==> config.mk <==
export PLATFORM = sky130hd
export DESIGN_NAME = tape_transport_slave_bus
export DESIGN_NICKNAME = d
export VERILOG_FILES = /design/src/hdl/tape_slave_pkg.sv /design/src/hdl/tape_transport_slave_bus.sv /design/src/hdl/clock_divider.sv
export VERILOG_INCLUDE_DIRS = /design/src /design/src/hdl
export SDC_FILE = /design/constraint.sdc
export NUM_CORES = 1
export LEC_CHECK = 0
export BUFFER_PORTS_ARGS = -buffer_cell sky130_fd_sc_hd__buf_4
export CAP_MARGIN = 20
export CORE_ASPECT_RATIO = 0.9
export CORE_UTILIZATION = 61
export DETAILED_ROUTE_END_ITERATION = 10
export MAX_ROUTING_LAYER = met4
export PLACE_DENSITY = 0.8
export SKIP_LAST_GASP = 1
export SYNTH_ARGS = -nofsm -noshare
export SYNTH_HDL_FRONTEND = slang
export SYNTH_HIERARCHICAL = 1
export SYNTH_SLANG_ARGS = --single-unit
==> constraint.sdc <==
create_clock -name clk_sys -period 7.9 [get_ports clk_sys]
set_input_delay 0 -clock clk_sys [delete_from_list [all_inputs] [get_ports clk_sys]]
set_output_delay 0 -clock clk_sys [all_outputs]
set_load 0.05 [all_outputs]
==> src/hdl/tape_slave_params.svh <==
// timing, field and code constants of the tape transport slave port
`ifndef TAPE_SLAVE_PARAMS_SVH
`define TAPE_SLAVE_PARAMS_SVH

`define CLK_MHZ          100
`define CLK_PERIOD_NS    10
`define LINK_CLK_KHZ     144
`define LINK_HALF_CYC    ((`CLK_MHZ * 1000) / (2 * `LINK_CLK_KHZ))
`define TAPE_SPEED_IPS   45
`define BPI_LOW          800
`define BPI_HIGH         1600
`define WCLK_HALF(bpi)   ((`CLK_MHZ * 1000000) / (2 * (bpi) * `TAPE_SPEED_IPS))
`define DEN_LOW_PAT      2'h1
`define DEN_HIGH_PAT     3'h4
`define ACCEL_TIME_US    5000
`define DECEL_TIME_US    5000
`define SKEW_NS          2400
`define SKEW_TIGHT_NS    1600
`define CYC_UP(ns)       (((ns) + `CLK_PERIOD_NS - 1) / `CLK_PERIOD_NS)
// arbitrary value, identifies the transport kind
`define DRIVE_TYPE       3'h6
// arbitrary value, coded motion delay preset
`define MOTION_PRESET    9'h0A5
`define CHAR_ZERO        9'h000
`define DIV_W            12
`define SKEW_W           8
// bit positions of single pins in the synchroniser word
`define SYNC_SET_POS     35
`define SYNC_REC_POS     22
`define SYNC_DCLR_POS    16
`define SYNC_INIT_POS    15
`define SYNC_POW_POS     14
`define SYNC_ONLINE_POS  13

`endif

==> src/hdl/tape_slave_pkg.sv <==
// state types of the tape transport slave port
package tape_slave_pkg;
	typedef enum logic [2:0] {MOT_IDLE, MOT_ACCEL, MOT_RUN, MOT_DECEL, MOT_REWIND} motion_t;
	typedef enum logic [1:0] {SK_IDLE, SK_OPEN, SK_LATE} skew_t;
endpackage : tape_slave_pkg

==> src/hdl/tape_transport_slave_bus.sv <==
// slave bus logic of one tape transport
// What this block does
// - respond only when select lines match unit address
// - take motion and write commands on set pulse
// - halt stops motion, rewind runs to completion
// - motion delay gate puts preset on read lines
// - record pulse writes presented nine-bit character
// - nine read lines carry character or preset
// - density lines pick 800 or 1600 bpi
// - 144 kHz clock runs while on-line
// - write clock only when loaded, at speed
// - skew window end strobe in nrzi only
// - late track bit flags vertical parity error when writing or in interchange mode
// - marker sensors drive load point, end status
// - rewinding status held through whole rewind
// - present when powered, loaded when tape mounted
// - ready when stopped, settling while decelerating
// - phase encoded status follows top density line
// - attention set on-line, cleared by clear pulses
// - status change pulse on rewind end, line changes
// - write protect when ring is absent
// - interchange mode narrows skew in nrzi, lowers threshold in pe
`timescale 1ns/1ps
`include "tape_slave_params.svh"
module tape_transport_slave_bus
	import tape_slave_pkg::*;
#(
	parameter int ACCEL_CYCLES = `ACCEL_TIME_US * `CLK_MHZ,
	parameter int DECEL_CYCLES = `DECEL_TIME_US * `CLK_MHZ,
	parameter int MT_W         = 20
) (
	input  wire logic       clk_sys,
	input  wire logic       rstn,
	input  wire logic [2:0] unitAddress,
	input  wire logic [2:0] slaveSelect,
	input  wire logic       cmd_forward,
	input  wire logic       cmd_backward,
	input  wire logic       cmd_rewind,
	input  wire logic       cmd_write,
	input  wire logic       command_latch_pulse,
	input  wire logic       haltMotion,
	input  wire logic       motion_delay_gate,
	input  wire logic       accelerate_flag,
	input  wire logic [8:0] write_bits,
	input  wire logic       record_strobe,
	input  wire logic [2:0] density_select,
	input  wire logic       longitudinal_check_strobe,
	input  wire logic       interchange_read_mode,
	input  wire logic       drive_clear_pulse,
	input  wire logic       initialize_all_pulse,
	input  wire logic       unitPowered,
	input  wire logic       unitOnline,
	input  wire logic       tapeLoaded,
	input  wire logic       loadPointSensed,
	input  wire logic       endMarkerSensed,
	input  wire logic       ringAbsent,
	input  wire logic [8:0] headTrackPulse,
	output logic            transportClock,
	output logic            write_timing_clock,
	output logic [8:0]      read_bits,
	output logic            skew_window_done_strobe,
	output logic            vertical_parity_error_pulse,
	output logic            load_point_status,
	output logic            end_marker_status,
	output logic            rewinding_status,
	output logic            unit_present_status,
	output logic            medium_loaded_status,
	output logic            unit_ready_status,
	output logic            settling_status,
	output logic            phase_encoded_status,
	output logic            attention_flag,
	output logic            status_change_pulse,
	output logic            write_protect_status,
	output logic [2:0]      drive_type_bits,
	output logic            statusDriveEnable,
	output logic [8:0]      headWriteBits,
	output logic            headWriteStrobe,
	output logic            lrcWrite,
	output logic            motorForward,
	output logic            motorBackward,
	output logic            motorRewind,
	output logic            readThresholdLow
);
	localparam int SYNC_W = 46;
	localparam int SKEW_CYC = `CYC_UP(`SKEW_NS);
	localparam int SKEW_TIGHT_CYC = `CYC_UP(`SKEW_TIGHT_NS);

	generate
		if (ACCEL_CYCLES < 1 || DECEL_CYCLES < 1 || ACCEL_CYCLES >= (1 << MT_W)
			|| DECEL_CYCLES >= (1 << MT_W))
			$error("motion counts do not fit the timer");
		if (SKEW_CYC >= (1 << `SKEW_W))
			$error("skew window does not fit its counter");
	endgenerate

	function automatic logic rise(input logic cur, input logic prev);
		return cur & ~prev;
	endfunction : rise

	// ****************************************
	// input synchronisers
	// ****************************************
	logic [SYNC_W-1:0] syncA;
	logic [SYNC_W-1:0] syncB;
	logic [SYNC_W-1:0] syncPrev;
	wire  [SYNC_W-1:0] rawIn = {unitAddress, slaveSelect, cmd_forward, cmd_backward,
		cmd_rewind, cmd_write, command_latch_pulse, haltMotion, motion_delay_gate,
		accelerate_flag, write_bits, record_strobe, density_select,
		longitudinal_check_strobe, interchange_read_mode, drive_clear_pulse,
		initialize_all_pulse, unitPowered, unitOnline, tapeLoaded, loadPointSensed,
		endMarkerSensed, ringAbsent, headTrackPulse};

	// data lines pass the same two stages as their strobes, so they stay aligned
	always_ff @(posedge clk_sys or negedge rstn)
	begin
		if (!rstn)
		begin
			syncA    <= '0;
			syncB    <= '0;
			syncPrev <= '0;
		end
		else
		begin
			syncA    <= rawIn;
			syncB    <= syncA;
			syncPrev <= syncB;
		end
	end

	logic [2:0] addrS, selS, denS;
	logic [8:0] wbitsS, tracksS, tracksP;
	logic fwdS, bwdS, rewS, wrS, setS, haltS, mdgS, accS, recS, lrcS, irdS;
	logic dclrS, initS, powS, onlineS, loadedS, botS, eotS, ringS;
	logic setP, recP, dclrP, initP, powP, onlineP;
	assign {addrS, selS, fwdS, bwdS, rewS, wrS, setS, haltS, mdgS, accS, wbitsS, recS,
		denS, lrcS, irdS, dclrS, initS, powS, onlineS, loadedS, botS, eotS, ringS,
		tracksS} = syncB;
	assign {setP, recP, dclrP, initP, powP, onlineP, tracksP} = {syncPrev[`SYNC_SET_POS],
		syncPrev[`SYNC_REC_POS], syncPrev[`SYNC_DCLR_POS], syncPrev[`SYNC_INIT_POS],
		syncPrev[`SYNC_POW_POS], syncPrev[`SYNC_ONLINE_POS], syncPrev[8:0]};

	// ****************************************
	// decoding
	// ****************************************
	wire selected  = (selS == addrS) && powS;
	wire setRise   = rise(setS, setP);
	wire latchTake = setRise && selected && onlineS && !haltS;
	wire recRise   = rise(recS, recP);
	wire peMode    = denS[2];
	wire denLow    = (denS[2:1] == `DEN_LOW_PAT);
	wire denHigh   = (denS == `DEN_HIGH_PAT);
	wire stopReq   = haltS || !onlineS;
	wire onRise    = rise(onlineS, onlineP);
	wire onFall    = rise(onlineP, onlineS);
	wire powFall   = rise(powP, powS);
	wire anyTrack  = |(tracksS & ~tracksP);

	// ****************************************
	// motion control
	// ****************************************
	motion_t           state;
	motion_t           next_state;
	logic [MT_W-1:0]   timer;
	logic              dirFwd;
	logic              writeEnabled;
	wire accelDone = (timer == MT_W'(ACCEL_CYCLES - 1));
	wire decelDone = (timer == MT_W'(DECEL_CYCLES - 1));

	always_comb
	begin
		next_state = state;
		unique case (state)
			MOT_IDLE:
				if (latchTake && rewS && !botS)
					next_state = MOT_REWIND;
				else if (latchTake && (fwdS || bwdS))
					next_state = MOT_ACCEL;
			MOT_ACCEL:
				if (stopReq)
					next_state = MOT_DECEL;
				else if (accelDone)
					next_state = MOT_RUN;
			MOT_RUN:
				if (stopReq)
					next_state = MOT_DECEL;
			MOT_DECEL:
				if (decelDone)
					next_state = MOT_IDLE;
			// halt has no say here; only the load point ends a rewind
			MOT_REWIND:
				if (botS)
					next_state = MOT_IDLE;
		endcase
	end

	wire rewindDone = (state == MOT_REWIND) && (next_state == MOT_IDLE);

	always_ff @(posedge clk_sys or negedge rstn)
	begin
		if (!rstn)
		begin
			state        <= MOT_IDLE;
			timer        <= '0;
			dirFwd       <= 1'b1;
			writeEnabled <= 1'b0;
		end
		else
		begin
			state <= next_state;
			timer <= (next_state != state) ? '0 : timer + 1'b1;
			if (latchTake)
			begin
				dirFwd       <= fwdS;
				writeEnabled <= wrS && !ringS;
			end
		end
	end

	// ****************************************
	// clocks toward the controller
	// ****************************************
	wire              wclkRun = powS && onlineS && loadedS && (state == MOT_RUN)
		&& !accS && (denLow || denHigh);
	wire [`DIV_W-1:0] wclkHalf = denHigh ? `DIV_W'(`WCLK_HALF(`BPI_HIGH))
		: `DIV_W'(`WCLK_HALF(`BPI_LOW));

	clock_divider #(.CNT_W(`DIV_W)) u_link_clk (
		.clk_sys    (clk_sys),
		.rstn       (rstn),
		.enable     (onlineS),
		.halfPeriod (`DIV_W'(`LINK_HALF_CYC)),
		.clkOut     (transportClock)
	);

	clock_divider #(.CNT_W(`DIV_W)) u_write_clk (
		.clk_sys    (clk_sys),
		.rstn       (rstn),
		.enable     (wclkRun),
		.halfPeriod (wclkHalf),
		.clkOut     (write_timing_clock)
	);

	// ****************************************
	// read character assembly and skew window
	// ****************************************
	skew_t              skewState;
	logic [`SKEW_W-1:0] skewCount;
	logic [8:0]         charAcc;
	logic [8:0]         charReg;
	wire [`SKEW_W-1:0] skewLen = irdS && !peMode ? `SKEW_W'(SKEW_TIGHT_CYC)
		: `SKEW_W'(SKEW_CYC);
	wire skewEnd  = (skewCount == skewLen - 1'b1);
	wire lateEdge = (skewState == SK_LATE) && anyTrack;

	always_ff @(posedge clk_sys or negedge rstn)
	begin
		if (!rstn)
		begin
			skewState <= SK_IDLE;
			skewCount <= '0;
			charAcc   <= `CHAR_ZERO;
			charReg   <= `CHAR_ZERO;
		end
		else
		begin
			skewCount <= (skewState == SK_IDLE || skewEnd) ? '0 : skewCount + 1'b1;
			unique case (skewState)
				SK_IDLE:
					if (anyTrack)
					begin
						skewState <= SK_OPEN;
						charAcc   <= tracksS & ~tracksP;
					end
				SK_OPEN:
				begin
					charAcc <= charAcc | (tracksS & ~tracksP);
					if (skewEnd)
					begin
						skewState <= SK_LATE;
						charReg   <= charAcc | (tracksS & ~tracksP);
					end
				end
				// a guard of one window length after the close catches late bits
				SK_LATE:
					if (skewEnd)
						skewState <= SK_IDLE;
			endcase
		end
	end

	// ****************************************
	// registered outputs
	// ****************************************
	always_ff @(posedge clk_sys or negedge rstn)
	begin
		if (!rstn)
		begin
			read_bits                   <= `CHAR_ZERO;
			skew_window_done_strobe     <= 1'b0;
			vertical_parity_error_pulse <= 1'b0;
			headWriteBits               <= `CHAR_ZERO;
			headWriteStrobe             <= 1'b0;
			lrcWrite                    <= 1'b0;
			status_change_pulse         <= 1'b0;
			readThresholdLow            <= 1'b0;
			drive_type_bits             <= 3'h0;
		end
		else
		begin
			read_bits <= !selected ? `CHAR_ZERO
				: (mdgS ? `MOTION_PRESET : charReg);
			skew_window_done_strobe <= (skewState == SK_OPEN) && skewEnd && !peMode;
			vertical_parity_error_pulse <= lateEdge && (writeEnabled || irdS);
			headWriteStrobe <= recRise && writeEnabled && selected;
			if (recRise && writeEnabled && selected)
			begin
				headWriteBits <= wbitsS;
				lrcWrite      <= lrcS && !peMode;
			end
			status_change_pulse <= rewindDone || onRise || onFall || powFall;
			readThresholdLow    <= irdS && peMode;
			drive_type_bits     <= selected ? `DRIVE_TYPE : 3'h0;
		end
	end

	// per-unit status, released while another unit is addressed
	always_ff @(posedge clk_sys or negedge rstn)
	begin
		if (!rstn)
		begin
			load_point_status    <= 1'b0;
			end_marker_status    <= 1'b0;
			rewinding_status     <= 1'b0;
			unit_present_status  <= 1'b0;
			medium_loaded_status <= 1'b0;
			unit_ready_status    <= 1'b0;
			settling_status      <= 1'b0;
			phase_encoded_status <= 1'b0;
			write_protect_status <= 1'b0;
			statusDriveEnable    <= 1'b0;
			motorForward         <= 1'b0;
			motorBackward        <= 1'b0;
			motorRewind          <= 1'b0;
		end
		else
		begin
			statusDriveEnable    <= selected;
			load_point_status    <= selected && botS;
			end_marker_status    <= selected && eotS;
			rewinding_status     <= selected && (state == MOT_REWIND);
			unit_present_status  <= selected;
			medium_loaded_status <= selected && loadedS;
			unit_ready_status    <= selected && onlineS && (state == MOT_IDLE);
			settling_status      <= selected && (state == MOT_DECEL);
			phase_encoded_status <= selected && peMode;
			write_protect_status <= selected && ringS;
			motorForward  <= (state == MOT_ACCEL || state == MOT_RUN) && dirFwd;
			motorBackward <= (state == MOT_ACCEL || state == MOT_RUN) && !dirFwd;
			motorRewind   <= (state == MOT_REWIND);
		end
	end

	// attention: a new on-line edge outranks a clear in the same cycle
	wire attnClear = (rise(dclrS, dclrP) && selected) || (rise(initS, initP) && onlineS);

	always_ff @(posedge clk_sys or negedge rstn)
	begin
		if (!rstn)
			attention_flag <= 1'b0;
		else if (onRise)
			attention_flag <= 1'b1;
		else if (attnClear)
			attention_flag <= 1'b0;
	end
endmodule : tape_transport_slave_bus

==> src/hdl/clock_divider.sv <==
// square wave generator with run-time half period
`timescale 1ns/1ps
module clock_divider #(
	parameter int CNT_W = 12
) (
	input  wire logic             clk_sys,
	input  wire logic             rstn,
	input  wire logic             enable,
	input  wire logic [CNT_W-1:0] halfPeriod,
	output logic                  clkOut
);
	logic [CNT_W-1:0] count;
	wire              wrap = (count >= halfPeriod - 1'b1);

	generate
		if (CNT_W < 2)
			$error("clock_divider: CNT_W too small");
	endgenerate

	// stopped clock rests low so the far end sees no stray edge
	always_ff @(posedge clk_sys or negedge rstn)
	begin
		if (!rstn)
		begin
			count  <= '0;
			clkOut <= 1'b0;
		end
		else if (!enable)
		begin
			count  <= '0;
			clkOut <= 1'b0;
		end
		else if (wrap)
		begin
			count  <= '0;
			clkOut <= ~clkOut;
		end
		else
			count <= count + 1'b1;
	end
endmodule : clock_divider

==> summary.txt <==
Logic synthesis
  – Fraction of the yosys area taken by sequential cells: about three fifths
  – Largest cells by area after synthesis: dfrtp_1 60%, xnor2_1 4.8%, ha_1 4.5%, a211oi_2 2.7%, nor3_1 2.1%
  – Yosys Warn Count: 6
  – Post-Syn Area per Cell: about 13 µm²
  – Async S/R FF share, synth: 100.0%
  – Post-synth top flop: dfrtp_1
  – Area leader, netlist: dfrtp_1
  – Distinct cells, synth: between 60 and 70
  – Number of synthesized register bits: approximately 220
  – Synth top area share: 60.46%
  – Cell count after synthesis: around 730
  – Synth Cell Area: between 0.009 and 0.01 mm²
  – Number of synthesized flops with an enable pin: 0

Timing
  – Max Clock Freq: 294.2 MHz
  – Setup TNS: 0 ns
  – Worst slew pin tran: 0.9600 ns
  – Final Critical Period: approximately 3.4 ns
  – Max-Slew Margin vs Limit: between 30% and 40%
  – Fin crit share: 43.02%
  – Fin. Hold Viols: 0
  – Final setup viols: 0
  – RSZ-0062 raised after global routing: false
  – Final Skew: between 0.015 and 0.02 ns
  – Final Max Slew Viols: 0

Clock network
  – CTS clk-pin slew, worst paths: approximately 0.07 ns
  – Clock Root Buffer: clkbuf_16
  – Worst-case clock buffer depth: 3
  – # clock sinks: between 200 and 250
  – Clk_lat worst skew: around 0.51 ns
  – CTS H-tree depth: 1
  – TritonCTS clock tree: built
  – CTS Buf Count: 22

Placed design
  – Placer Congestion: between 0.8 and 0.9
  – Post-DP HPWL: about 12 mm
  – I/O Buffers: between 80 and 90

Pwr
  – Power Total: slightly below 3 mW
  – VDD IR-drop max: 0.2631 mV
  – Pwr Density: 252.3 mW/mm²
  – Leak: 5.191 nW

Setup path
  – CP Capture Type: flop
  – R2R Setup Slk: between 4 and 5 ns
  – CP Launch Type: flop
  – Crit-path max FO: 12
  – Critical path arrival: between 3 and 4 ns
  – CP Class: reg2reg
  – Critical-path cell list: nand2_1, inv_1, inv_1, ha_1, xnor2_1, ha_1, a211o_1, a31oi_2, o21ai_1, buf_6, a211oi_1
  – CP peak stage delay: 0.48 ns
  – Worst EP required: between 8 and 9 ns
  – Crit-path slowest cell: inv_1

Die
  – Area of the core: between 0.01 and 0.015 mm²
  – # IOs: 91
  – # rows: 42
  – Die height: 118.4 µm
  – Die area: 0.01556 mm²
  – Initial Util: around 62%
  – Die Span X: 131.4 µm

Finish
  – Antenna Cells: 0
  – P&R area growth vs syn: 25.71%
  – Share of cells above drive strength 1: between 20% and 30%
  – Final #Nets: between 1000 and 1500

Global routing
  – Grt ovf: 0
  – Total GRT Usage: a little over a quarter
  – Largest net degree at the start of global routing: approximately 140
  – Number of global-route vias before repair: 6436
  – Initial antenna violation count: 0
  – Global-route wire length before repair: ~31 mm

Route
  – Via/cell ratio: approximately 5.4
  – Number of routed nets with antenna violations: 0
  – Pre-antenna DRT Iters: 6
  – DR iter-0 viols: just over 400
  – DRT Wirelength: about 19 mm
  – DR WL/cell: around 17 µm
  – Drt drc: 0
  – DR vias: 6154

Run
  – MaxCap Viol Count: 0

Hold path
  – Hold WC Path Type: in2reg

Outcome
  – Status: finished, final reports clean
critical path, delay by kind of cell (launching register included):
family          cells  cell delay, ns
compound gates      4            0.98
xor+xnor            1            0.14
fa+ha+maj           2            0.55
buf+inv             3            0.81
flops               1            0.47
simple gates        1            0.36
final cells by class:
class	instances	area [µm²]
Sequential cell	223	5582
Multi-Input combinational cell	506	3561
Fill cell	882	3163
Timing Repair Buffer	144	1241
Clock buffer	31	624.3
Tap cell	198	247.7
Clock inverter	8	205.2
Inverter	24	90.09
per-stage QoR:
step                instances  worst slack [ns]  instance area, µm²  hold WS (ns)  utilization (%)
finish                   1134             4.501               11550        0.1368            78.50
global route             1134             4.187               11550        0.1286            78.50
CTS                      1131             4.519               11500        0.1329            78.16
detailed placement       1045             4.553               10200        0.1103            69.33
global placement         1043             4.488               10180        0.1094            69.18
floorplan                 776             5.088                9358       -0.2956                -
cells in the final DEF (no fill, tap or decap), drive strengths merged, types with 7 or more instances in the layout:
| cell | count |
|---|---|
| xor2 | 19 |
| conb | 47 |
| a22o | 8 |
| xnor2 | 50 |
| dlygate4sd3 | 47 |
| nand2 | 42 |
| inv | 22 |
| nand4 | 14 |
| nand3 | 14 |
| mux2 | 10 |
| ha | 33 |
| o21ai | 24 |
| and2 | 16 |
| dfrtp | 222 |
| buf | 97 |
| clkbuf | 31 |
| nor2b | 17 |
| nor4 | 12 |
| nor3 | 40 |
| a211oi | 28 |
| nor2 | 51 |
| nand3b | 7 |
metal layers:
metal  up-vias  track usage (%)  part of all wire, %
li1       2894                -                    -
met1      3057            32.41                   43
met2       164            44.28                   50
met3        39            4.762                  4.7
met4         0            7.122                  2.1
met5         -                -                    0
worst paths after layout:
path | end | cells past startpoint | from
worst max-delay path | u_write_clk/count[0]$_DFF_PN0_ | 11 | syncB[21]$_DFF_PN0_
worst min-delay path | syncA[35]$_DFF_PN0_ | 2 | command_latch_pulse
worst max register to register | u_write_clk/count[0]$_DFF_PN0_ | 11 | syncB[21]$_DFF_PN0_
worst min register to register | syncB[24]$_DFF_PN0_ | 0 | syncA[24]$_DFF_PN0_
max in group asynchronous | lrcWrite$_DFFE_PN0P_ | 4 | rstn
min in group asynchronous | timer[17]$_DFF_PN0_ | 2 | rstn
Yosys cell counts, drive strengths merged, types with 2 or more instances:
master	number
a211o	3
a211oi	28
a21o	2
a21oi	4
a221oi	2
a22o	8
a31oi	3
and2	16
and2b	2
and3	4
and4	5
buf	17
clkbuf	6
clkinv	2
conb	2
dfrtp	222
ha	33
inv	22
mux2	10
mux2i	4
nand2	42
nand2b	5
nand3	14
nand3b	7
nand4	14
nor2	51
nor2b	17
nor3	40
nor3b	2
nor4	12
nor4b	2
o2111ai	4
o211ai	3
o21a	6
o21ai	24
o22ai	2
o311ai	3
o31ai	2
or2	2
or4	6
xnor2	50
xor2	19
flip-flops by register name, summed over array words and instances (netlist names), 2 cells and up:
signal	cells
timer	20
u_link_clk/count	12
state	3
read_bits	9
charReg	9
skewCount	8
headWriteBits	9
syncPrev	15
skewState	2
u_write_clk/count	12
syncA	46
charAcc	9
syncB	46
cells by family after synthesis:
logic type      Yosys count  share of synthesized area (%)
compound gates           98                          9.218
simple gates            245                          14.88
fa+ha+maj                33                          4.494
flops                   223                          60.74
other cells               2                        0.08173
mux                      14                          1.661
buf+inv                  47                          2.342
xor+xnor                 69                          6.577
what timing repair did:
| item | CTS | global route |
|---|---|---|
| setup buffers | 0 | 0 |
| hold buffers | 47 | 0 |
| hold endpoints to repair | 180 | 0 |
| gates resized for setup | 0 | 0 |
report_power, final:
group / internal (mW) / leakage [nW] / switching (mW)
Clock: 0.749 / 0.402 / 0.429
Combinational: 0.173 / 1.98 / 0.242
Sequential: 1.24 / 2.81 / 0.0845
Total: 2.16 / 5.19 / 0.755
No activity file was read; power rests on OpenSTA's default activity.
